**src/rtl/temp_sensor_pkg.sv**
```systemverilog
// shared constants and types for the temperature sensor serial target
package temp_sensor_pkg;

   // ****************************************
   // target addresses (hi pin, lo pin)
   // ****************************************
   localparam logic [6:0] TADDR_LL   = 7'h48;
   localparam logic [6:0] TADDR_LF   = 7'h49;
   localparam logic [6:0] TADDR_LH   = 7'h4a;
   localparam logic [6:0] TADDR_HL   = 7'h4c;
   localparam logic [6:0] TADDR_HF   = 7'h4d;
   localparam logic [6:0] TADDR_HH   = 7'h4e;
   localparam logic [6:0] TADDR_FL   = 7'h4b;
   localparam logic [6:0] TADDR_FH   = 7'h4f;
   localparam logic [6:0] TADDR_RST  = 7'h48;

   // ****************************************
   // bus codes
   // ****************************************
   localparam logic [6:0] GC_ADDR    = 7'h00;
   localparam logic [7:0] GC_LATCH   = 8'h04;
   localparam logic [7:0] GC_RESET   = 8'h06;
   localparam logic [7:0] HS_MASK    = 8'hf8;
   localparam logic [7:0] HS_CODE    = 8'h08;
   localparam logic [3:0] BYTE_BITS  = 4'h8;

   // ****************************************
   // register map and result format
   // ****************************************
   localparam logic [1:0]  PTR_TEMP   = 2'h0;
   localparam logic [11:0] TEMP_RST   = 12'h000;
   localparam logic [11:0] TEMP_MAX   = 12'h7ff;
   localparam logic [11:0] TEMP_MIN   = 12'h800;
   localparam logic [3:0]  TEMP_PAD   = 4'h0;
   localparam logic [7:0]  READ_NONE  = 8'h00;
   localparam logic [11:0] RES_MASK9  = 12'hff8;
   localparam logic [11:0] RES_MASK10 = 12'hffc;
   localparam logic [11:0] RES_MASK11 = 12'hffe;
   localparam logic [11:0] RES_MASK12 = 12'hfff;
   localparam logic [1:0]  INIT_WAIT  = 2'h3;

   // ****************************************
   // types
   // ****************************************
   typedef struct packed {
      logic flt;
      logic lvl;
   } tri_pin_s;

   typedef enum logic [3:0] {
      ST_IDLE, ST_ADDR, ST_ADDR_ACK, ST_WR_BYTE, ST_WR_ACK,
      ST_GC_BYTE, ST_RD_BYTE, ST_RD_ACK, ST_IGNORE
   } bus_state_e;

endpackage

```
**src/rtl/addr_select.sv**
```systemverilog
// tri-level address pin decoder with latched target address
`timescale 1ns/1ps
module addr_select
   import temp_sensor_pkg::*;
(
   // clock and reset
   input  wire logic       clk_i,
   input  wire logic       rst_n_i,
   // pins and control
   input  wire tri_pin_s   pin_lo_i,
   input  wire tri_pin_s   pin_hi_i,
   input  wire logic       one_pin_i,
   input  wire logic       load_i,
   // latched address
   output logic [6:0]      addr_o
);

   logic [6:0] two_pin_addr;
   logic [6:0] one_pin_addr;
   logic [6:0] addr_next;

   // ****************************************
   // decode
   // ****************************************
   always_comb begin
      case ({pin_hi_i, pin_lo_i})
         4'b0000: two_pin_addr = TADDR_LL;
         4'b0010: two_pin_addr = TADDR_LF;
         4'b0001: two_pin_addr = TADDR_LH;
         4'b0100: two_pin_addr = TADDR_HL;
         4'b0110: two_pin_addr = TADDR_HF;
         4'b0101: two_pin_addr = TADDR_HH;
         4'b1000: two_pin_addr = TADDR_FL;
         4'b1001: two_pin_addr = TADDR_FH;
         default: two_pin_addr = TADDR_RST;
      endcase
   end

   assign one_pin_addr = pin_lo_i.flt ? TADDR_LF :
                         (pin_lo_i.lvl ? TADDR_LH : TADDR_LL);
   assign addr_next    = one_pin_i ? one_pin_addr : two_pin_addr;

   // ****************************************
   // latch: pins are not sensed between loads
   // ****************************************
   always_ff @(posedge clk_i or negedge rst_n_i) begin
      if (!rst_n_i) begin
         addr_o <= TADDR_RST;
      end else if (load_i) begin
         addr_o <= addr_next;
      end
   end

endmodule // addr_select

```
**src/rtl/temp_result.sv**
```systemverilog
// read-only temperature result register with resolution masking
`timescale 1ns/1ps
module temp_result
   import temp_sensor_pkg::*;
(
   // clock and reset
   input  wire logic              clk_i,
   input  wire logic              rst_n_i,
   // control
   input  wire logic              clr_i,
   input  wire logic              done_i,
   input  wire logic signed [12:0] data_i,
   input  wire logic [1:0]        res_i,
   // result
   output logic [11:0]            result_o
);

   logic [11:0] sat_val;
   logic [11:0] res_mask;
   logic [11:0] result_next;

   // wide converter input saturates rather than wrapping
   assign sat_val = (data_i > $signed({1'b0, TEMP_MAX})) ? TEMP_MAX :
                    (data_i < $signed({1'b1, TEMP_MIN})) ? TEMP_MIN :
                    data_i[11:0];

   assign res_mask = (res_i == 2'h0) ? RES_MASK9  :
                     (res_i == 2'h1) ? RES_MASK10 :
                     (res_i == 2'h2) ? RES_MASK11 : RES_MASK12;

   assign result_next = sat_val & res_mask;

   // ****************************************
   // storage: only a finished conversion or a clear writes it
   // ****************************************
   always_ff @(posedge clk_i or negedge rst_n_i) begin
      if (!rst_n_i) begin
         result_o <= TEMP_RST;
      end else if (clr_i) begin
         result_o <= TEMP_RST;
      end else if (done_i) begin
         result_o <= result_next;
      end
   end

endmodule // temp_result

```
**src/rtl/temp_sensor_i2c_target.sv**
```systemverilog
// serial bus target of the temperature sensor
// Functional notes
// - 12-bit read-only result, bus writes ignored
// - read gives two bytes, low nibble zero
// - negative temperatures are twos complement
// - result reads zero after any reset
// - resolution selectable 9 to 12 bits
// - unused low bits forced to zero
// - target only, open-drain, never drives clock
// - fast and high-speed rates accepted
// - every byte shifted MSB first
// - START begins address byte reception
// - address byte: seven bits plus direction
// - matching address acknowledged on ninth pulse
// - eight data bits then receiver acknowledge
// - data change with clock high is control
// - STOP returns target to idle
// - two-pin tri-level address map
// - one-pin tri-level address map
// - address pins latched after reset or request
// - general call relatch and reset commands
// - first written byte loads pointer
// - read high then low byte, early end
`timescale 1ns/1ps
module temp_sensor_i2c_target
   import temp_sensor_pkg::*;
(
   // clock and reset
   input  wire logic               CLK_I,
   input  wire logic               RST_N_I,
   // serial bus, open drain
   input  wire logic               SCL_I,
   output logic                    SCL_O,
   output logic                    SCL_OE_O,
   input  wire logic               SDA_I,
   output logic                    SDA_O,
   output logic                    SDA_OE_O,
   // address straps
   input  wire tri_pin_s           ADDR_SELECT_PIN_LO_I,
   input  wire tri_pin_s           ADDR_SELECT_PIN_HI_I,
   input  wire logic               ONE_PIN_VARIANT_I,
   // converter side
   input  wire logic               CONV_DONE_I,
   input  wire logic signed [12:0] CONV_DATA_I,
   input  wire logic [1:0]         RES_SEL_I,
   // status
   output logic [11:0]             TEMP_RESULT_O,
   output logic [6:0]              TARGET_ADDR_O,
   output logic                    HS_MODE_O,
   output logic                    GC_RESET_O
);

   // ****************************************
   // reset release and synchronisers
   // ****************************************
   logic       rst_meta;
   logic       rst_n;
   logic [1:0] scl_pipe;
   logic [1:0] sda_pipe;
   tri_pin_s   lo_meta;
   tri_pin_s   lo_sync;
   tri_pin_s   hi_meta;
   tri_pin_s   hi_sync;
   logic       one_meta;
   logic       one_sync;
   logic       scl_dly;
   logic       sda_dly;

   always_ff @(posedge CLK_I or negedge RST_N_I) begin
      if (!RST_N_I) begin
         rst_meta <= 1'b0;
         rst_n    <= 1'b0;
      end else begin
         rst_meta <= 1'b1;
         rst_n    <= rst_meta;
      end
   end

   // logic reads only the second stage and the scl_dly and sda_dly copies behind it
   always_ff @(posedge CLK_I or negedge rst_n) begin
      if (!rst_n) begin
         scl_pipe <= 2'h3;
         sda_pipe <= 2'h3;
         lo_meta  <= '0;
         lo_sync  <= '0;
         hi_meta  <= '0;
         hi_sync  <= '0;
         one_meta <= 1'b0;
         one_sync <= 1'b0;
         scl_dly  <= 1'b1;
         sda_dly  <= 1'b1;
      end else begin
         scl_pipe <= {scl_pipe[0], SCL_I};
         sda_pipe <= {sda_pipe[0], SDA_I};
         lo_meta  <= ADDR_SELECT_PIN_LO_I;
         lo_sync  <= lo_meta;
         hi_meta  <= ADDR_SELECT_PIN_HI_I;
         hi_sync  <= hi_meta;
         one_meta <= ONE_PIN_VARIANT_I;
         one_sync <= one_meta;
         scl_dly  <= scl_pipe[1];
         sda_dly  <= sda_pipe[1];
      end
   end

   // ****************************************
   // bus conditions
   // ****************************************
   wire scl_s    = scl_pipe[1];
   wire sda_s    = sda_pipe[1];
   wire scl_rise = scl_s & ~scl_dly;
   wire scl_fall = ~scl_s & scl_dly;
   wire scl_hold = scl_s & scl_dly;
   wire start_ev = scl_hold & sda_dly & ~sda_s;
   wire stop_ev  = scl_hold & ~sda_dly & sda_s;

   // ****************************************
   // registers
   // ****************************************
   bus_state_e  state_reg, state_next;
   logic [3:0]  cnt_reg, cnt_next;
   logic [7:0]  rx_reg, rx_next;
   logic [7:0]  tx_reg, tx_next;
   logic        oe_reg, oe_next;
   logic [1:0]  ptr_reg, ptr_next;
   logic        ptr_wr_reg, ptr_wr_next;
   logic        rw_reg, rw_next;
   logic        gc_reg, gc_next;
   logic        lo_byte_reg, lo_byte_next;
   logic        hs_reg, hs_next;
   logic        gcr_reg, gcr_next;
   logic        relatch_reg, relatch_next;
   logic [1:0]  init_reg;
   logic [6:0]  own_addr;
   logic [11:0] temp_val;

   wire        byte_done = scl_fall & (cnt_reg == BYTE_BITS);
   wire [6:0]  rx_addr   = rx_reg[7:1];
   wire        addr_hit  = (rx_addr == own_addr);
   wire        gc_hit    = (rx_addr == GC_ADDR) & ~rx_reg[0];
   wire        hs_hit    = ((rx_reg & HS_MASK) == HS_CODE);
   wire [7:0]  hi_byte   = (ptr_reg == PTR_TEMP) ? temp_val[11:4] : READ_NONE;
   wire [7:0]  lo_byte   = (ptr_reg == PTR_TEMP) ? {temp_val[3:0], TEMP_PAD} :
                                                    READ_NONE;
   wire [7:0]  rd_byte   = lo_byte_reg ? lo_byte : hi_byte;
   wire        init_load = (init_reg == INIT_WAIT - 2'h1);
   wire        addr_load = init_load | relatch_reg;

   // ****************************************
   // protocol engine
   // ****************************************
   always_comb begin
      state_next   = state_reg;
      cnt_next     = cnt_reg;
      rx_next      = rx_reg;
      tx_next      = tx_reg;
      oe_next      = oe_reg;
      ptr_next     = ptr_reg;
      ptr_wr_next  = ptr_wr_reg;
      rw_next      = rw_reg;
      gc_next      = gc_reg;
      lo_byte_next = lo_byte_reg;
      hs_next      = hs_reg;
      gcr_next     = 1'b0;
      relatch_next = 1'b0;
      if (stop_ev) begin
         state_next = ST_IDLE;
         oe_next    = 1'b0;
         hs_next    = 1'b0;
      end else if (start_ev) begin
         state_next = ST_ADDR;
         cnt_next   = 4'h0;
         oe_next    = 1'b0;
      end else begin
         case (state_reg)
            ST_ADDR, ST_WR_BYTE, ST_GC_BYTE: begin
               if (scl_rise) begin
                  rx_next  = {rx_reg[6:0], sda_s};
                  cnt_next = cnt_reg + 4'h1;
               end
               if (byte_done) begin
                  oe_next = 1'b1;
                  if (state_reg == ST_ADDR) begin
                     rw_next    = rx_reg[0];
                     gc_next    = gc_hit;
                     state_next = ST_ADDR_ACK;
                     if (!(addr_hit | gc_hit)) begin
                        oe_next    = 1'b0;
                        hs_next    = hs_reg | hs_hit;
                        state_next = hs_hit ? ST_IDLE : ST_IGNORE;
                     end
                  end else if (state_reg == ST_GC_BYTE) begin
                     state_next   = ST_WR_ACK;
                     relatch_next = (rx_reg == GC_LATCH) |
                                    (rx_reg == GC_RESET);
                     gcr_next     = (rx_reg == GC_RESET);
                     if (rx_reg == GC_RESET) begin
                        ptr_next = PTR_TEMP;
                     end
                  end else begin
                     state_next  = ST_WR_ACK;
                     ptr_wr_next = 1'b0;
                     if (ptr_wr_reg) begin
                        ptr_next = rx_reg[1:0];
                     end
                  end
               end
            end
            ST_ADDR_ACK: begin
               if (scl_fall) begin
                  cnt_next     = 4'h0;
                  lo_byte_next = 1'b1;
                  ptr_wr_next  = 1'b1;
                  oe_next      = 1'b0;
                  state_next   = gc_reg ? ST_GC_BYTE : ST_WR_BYTE;
                  if (rw_reg & ~gc_reg) begin
                     tx_next    = {hi_byte[6:0], 1'b0};
                     oe_next    = ~hi_byte[7];
                     state_next = ST_RD_BYTE;
                  end
               end
            end
            ST_WR_ACK: begin
               if (scl_fall) begin
                  cnt_next   = 4'h0;
                  oe_next    = 1'b0;
                  state_next = ST_WR_BYTE;
               end
            end
            ST_RD_BYTE: begin
               if (scl_rise) begin
                  cnt_next = cnt_reg + 4'h1;
               end
               if (byte_done) begin
                  oe_next    = 1'b0;
                  state_next = ST_RD_ACK;
               end else if (scl_fall) begin
                  oe_next = ~tx_reg[7];
                  tx_next = {tx_reg[6:0], 1'b0};
               end
            end
            ST_RD_ACK: begin
               if (scl_rise & sda_s) begin
                  state_next = ST_IGNORE;
               end else if (scl_fall) begin
                  cnt_next     = 4'h0;
                  lo_byte_next = ~lo_byte_reg;
                  tx_next      = {rd_byte[6:0], 1'b0};
                  oe_next      = ~rd_byte[7];
                  state_next   = ST_RD_BYTE;
               end
            end
            ST_IDLE, ST_IGNORE: begin
               oe_next = 1'b0;
            end
            default: begin
               state_next = ST_IDLE;
               oe_next    = 1'b0;
            end
         endcase
      end
   end

   always_ff @(posedge CLK_I or negedge rst_n) begin
      if (!rst_n) begin
         state_reg   <= ST_IDLE;
         cnt_reg     <= 4'h0;
         rx_reg      <= 8'h00;
         tx_reg      <= 8'h00;
         oe_reg      <= 1'b0;
         ptr_reg     <= PTR_TEMP;
         ptr_wr_reg  <= 1'b0;
         rw_reg      <= 1'b0;
         gc_reg      <= 1'b0;
         lo_byte_reg <= 1'b0;
         hs_reg      <= 1'b0;
         gcr_reg     <= 1'b0;
         relatch_reg <= 1'b0;
      end else begin
         state_reg   <= state_next;
         cnt_reg     <= cnt_next;
         rx_reg      <= rx_next;
         tx_reg      <= tx_next;
         oe_reg      <= oe_next;
         ptr_reg     <= ptr_next;
         ptr_wr_reg  <= ptr_wr_next;
         rw_reg      <= rw_next;
         gc_reg      <= gc_next;
         lo_byte_reg <= lo_byte_next;
         hs_reg      <= hs_next;
         gcr_reg     <= gcr_next;
         relatch_reg <= relatch_next;
      end
   end

   // ****************************************
   // startup strap capture, waits out the pin synchronisers
   // ****************************************
   always_ff @(posedge CLK_I or negedge rst_n) begin
      if (!rst_n) begin
         init_reg <= 2'h0;
      end else if (init_reg != INIT_WAIT) begin
         init_reg <= init_reg + 2'h1;
      end
   end

   // ****************************************
   // pin outputs: the clock line is never driven
   // ****************************************
   always_ff @(posedge CLK_I or negedge rst_n) begin
      if (!rst_n) begin
         SCL_O    <= 1'b0;
         SCL_OE_O <= 1'b0;
         SDA_O    <= 1'b0;
         SDA_OE_O <= 1'b0;
      end else begin
         SCL_O    <= 1'b0;
         SCL_OE_O <= 1'b0;
         SDA_O    <= 1'b0;
         SDA_OE_O <= oe_reg;
      end
   end

   assign HS_MODE_O     = hs_reg;
   assign GC_RESET_O    = gcr_reg;
   assign TEMP_RESULT_O = temp_val;
   assign TARGET_ADDR_O = own_addr;

   // ****************************************
   // submodules
   // ****************************************
   addr_select u_addr_select (
      .clk_i     (CLK_I),
      .rst_n_i   (rst_n),
      .pin_lo_i  (lo_sync),
      .pin_hi_i  (hi_sync),
      .one_pin_i (one_sync),
      .load_i    (addr_load),
      .addr_o    (own_addr)
   );

   temp_result u_temp_result (
      .clk_i    (CLK_I),
      .rst_n_i  (rst_n),
      .clr_i    (gcr_reg),
      .done_i   (CONV_DONE_I),
      .data_i   (CONV_DATA_I),
      .res_i    (RES_SEL_I),
      .result_o (temp_val)
   );

endmodule // temp_sensor_i2c_target

```
**config.mk**
```make
export PLATFORM = sky130hd
export DESIGN_NAME = temp_sensor_i2c_target
export DESIGN_NICKNAME = d
export VERILOG_FILES = /design/src/rtl/temp_sensor_pkg.sv /design/src/rtl/addr_select.sv /design/src/rtl/temp_result.sv /design/src/rtl/temp_sensor_i2c_target.sv
export SDC_FILE = /design/constraint.sdc
export NUM_CORES = 1
export LEC_CHECK = 0
export BUFFER_PORTS_ARGS = -buffer_cell sky130_fd_sc_hd__buf_4
export CORE_MARGIN = 1.5
export CORE_UTILIZATION = 30
export CTS_BUF_LIST = sky130_fd_sc_hd__clkbuf_4 sky130_fd_sc_hd__clkbuf_8 sky130_fd_sc_hd__clkbuf_16
export CTS_CLUSTER_SIZE = 16
export DETAILED_ROUTE_END_ITERATION = 16
export SYNTH_ARGS = -nofsm -noshare
export SYNTH_HDL_FRONTEND = slang
export SYNTH_SLANG_ARGS = --single-unit
```
**constraint.sdc**
```tcl
create_clock -name CLK_I -period 2.18 [get_ports CLK_I]
set_clock_uncertainty 0.05 [all_clocks]
set_input_delay 0 -clock CLK_I [delete_from_list [all_inputs] [get_ports CLK_I]]
set_output_delay 0 -clock CLK_I [all_outputs]
set_load 0.005 [all_outputs]
```
==> qor.csv <==
metric,value,unit
Nets,452,
measured slew at the worst slew-check pin,591,ps
Final min period,2050,ps
I/O pin count,50,
vias per cell,4.95,
pin count of the biggest net entering global routing,34,
Min-Delay Startpoint,RES_SEL_I[0],
flop-to-flop setup slack,130,ps
async set or reset register ratio after synthesis,100,%
crit path kind,flip-flop to flip-flop,
Hold Path End,u_temp_result.result_o[2],
GRT Total Usage,14.6,%
"Setup Fix Bufs, Post-CTS",0,
Detail Route Antenna Nets,0,
FMAX,489,MHz
GP Congestion,0.871,
core area,0.0109,mm^2
Synth area leader,dfrtp_1,
Final Hold Vio Count,0,
Crit Path Max Fanout,8,
worst hold stages,5,
Worst Setup Start Kind,flip-flop,
GRT Residual Overflow,0,
Synth warnings,0,
clock buffer depth,2,
Chip Width,109,um
CTS tree,done,
Worst-Skew Late Latency,330,ps
Syn Area/Cell,9.97,um^2
"Seq/Total Area, Yosys",51.0,%
synth-to-layout area growth,32.3,%
Synth top area share,46.4,%
crit path DAT,2200,ps
share of cells above drive strength 1,24.3,%
top-count cell post-synth,dfrtp_1,
Starting Density,31.1,%
first-pass GRT wire length,13300,um
vias post-DR,2813,
Yosys reg bits,69,
Leak Pwr,0.00201,uW
final worst path period share,93.8,%
drt initial violations,173,
final worst slack,134,ps
"Primary FF master, synth",dfrtp_1,
commonest cells in the netlist,"dfrtp_1, nand2_1, nor2_1, a21oi_1, o21ai_0",
Setup Slack @ Placement,60.8,ps
DP Area,0.00392,mm^2
CTS buffer count,9,
DR WL/cell,14.1,um
reg-to-reg critical path endpoint,state_reg[2],
# setup viols final,0,
r2r worst-path depth,6,
Post-synth EDFFs,0,
CP endpoint kind,flip-flop,
VDD IR max,0.000333,V
Port Buffer Count,42,
# rows,38,
Worst R2R Start,scl_pipe[1],
die height,109,um
die area,0.0120,mm^2
Detailed Place HPWL,5680,um
"top cells by area, synth","dfrtp_1, dfstp_2, nand2_1",
setup_tns,0,ps
Final Max Slew Viols,0,
Netlist Area Pre-Place,0.00340,mm^2
max_cap viols,0,
router iterations before antenna repair,4,
initial antenna violation count,0,
Hold WC Path Type,primary input to flip-flop,
ANT cells,0,
clk sinks,69,
PD cells,818,mW/mm^2
residual DRC count,0,
vias in the first global route,2760,
Syn Inst Count,341,
number of flip-flops in the largest register,12,
clk slew on worst S/H paths,60,ps
Pwr Total,3680,uW
Slew headroom,60.5,%
H-tree depth,3,
Root Buffer,clkbuf_16,
DRT Wirelength,8020,um
final instance area,0.00450,mm^2
Critical Path RT,2330,ps
unrepaired setup endpoints after global routing,false,
status,finished clean,
Synth cell types,59,
per-layer routing:
metal	up-vias	global-route usage (%)	wire length, um
li1	1380	-	-
met1	1364	18.5	3690
met2	61	23.3	3920
met3	8	3.97	293
met4	0	5.94	114
met5	-	0	0
cell families after synthesis:
group                    share of synthesized area, %
XOR/XNOR                                         1.55
adder cells (fa/ha/maj)                          1.47
other                                           0.221
buffers and inverters                            4.38
multiplexers                                     4.82
AO/OA/AOI/OAI                                    16.3
flip-flops                                       51.0
AND/OR/NAND/NOR                                  20.2
cells in the final DEF, fill, tap and decap left out, drive strengths merged, types with 6 or more instances in the layout:
cell type,n
a21oi,26
a22oi,6
and2,7
buf,55
clkbuf,9
conb,8
dfrtp,63
dfstp,6
dlygate4sd3,29
inv,12
mux2,11
nand2,35
nand3,6
nand3b,6
nor2,30
nor3,18
o21ai,20
final cells by class:
cell class | instances | area [um^2]
well taps | 140 | 175
fillers | 1082 | 6440
clock buffers | 9 | 225
multi-input cells | 248 | 1550
inverters | 11 | 41.3
flip-flops and latches | 69 | 1740
clock inverters | 7 | 51.3
repair buffers | 84 | 716
critical path, stage by stage, from the launching register on:
cell and delay (ps):
dfstp_2 590, nand2b_1 280, nor3_4 110, a2111o_1 490, o211ai_2 130, mux2i_1 210, nor2_1 50
metrics by stage:
step	hold WS, ps	utilization [%]	cells
after floorplan	-346	-	347
after global placement	-267	35.8	523
after detailed placement	-266	35.8	523
after CTS	65.4	41.0	568
after global routing	123	41.1	568
final	76.4	41.1	568
report_power, final:
| part | leakage (uW) | switching (uW) | total, uW | internal, uW |
|---|---|---|---|---|
| sequential | 0.000829 | 172 | 1580 | 1410 |
| combinational | 0.00105 | 370 | 747 | 377 |
| clock | 0.000132 | 576 | 1350 | 772 |
repair_timing:
action                                  CTS  global route
resized for setup                         0             2
hold endpoints to repair                 19             0
endpoints found under the setup margin    0             8
hold buffers                             29             0
worst max path at each step:
stage                         endpoint  cells past startpoint  slack [ps]    startpoint
final                     state_reg[2]                      6         130   scl_pipe[1]
after global routing            oe_reg                      6           3  state_reg[2]
after CTS                    tx_reg[5]                      5          50       scl_dly
after detailed placement     tx_reg[5]                      5          60       scl_dly
after global placement       tx_reg[1]                      5         150       scl_dly
after floorplan             GC_RESET_O                      0          80         rst_n
(Power assumes the default switching activity.)
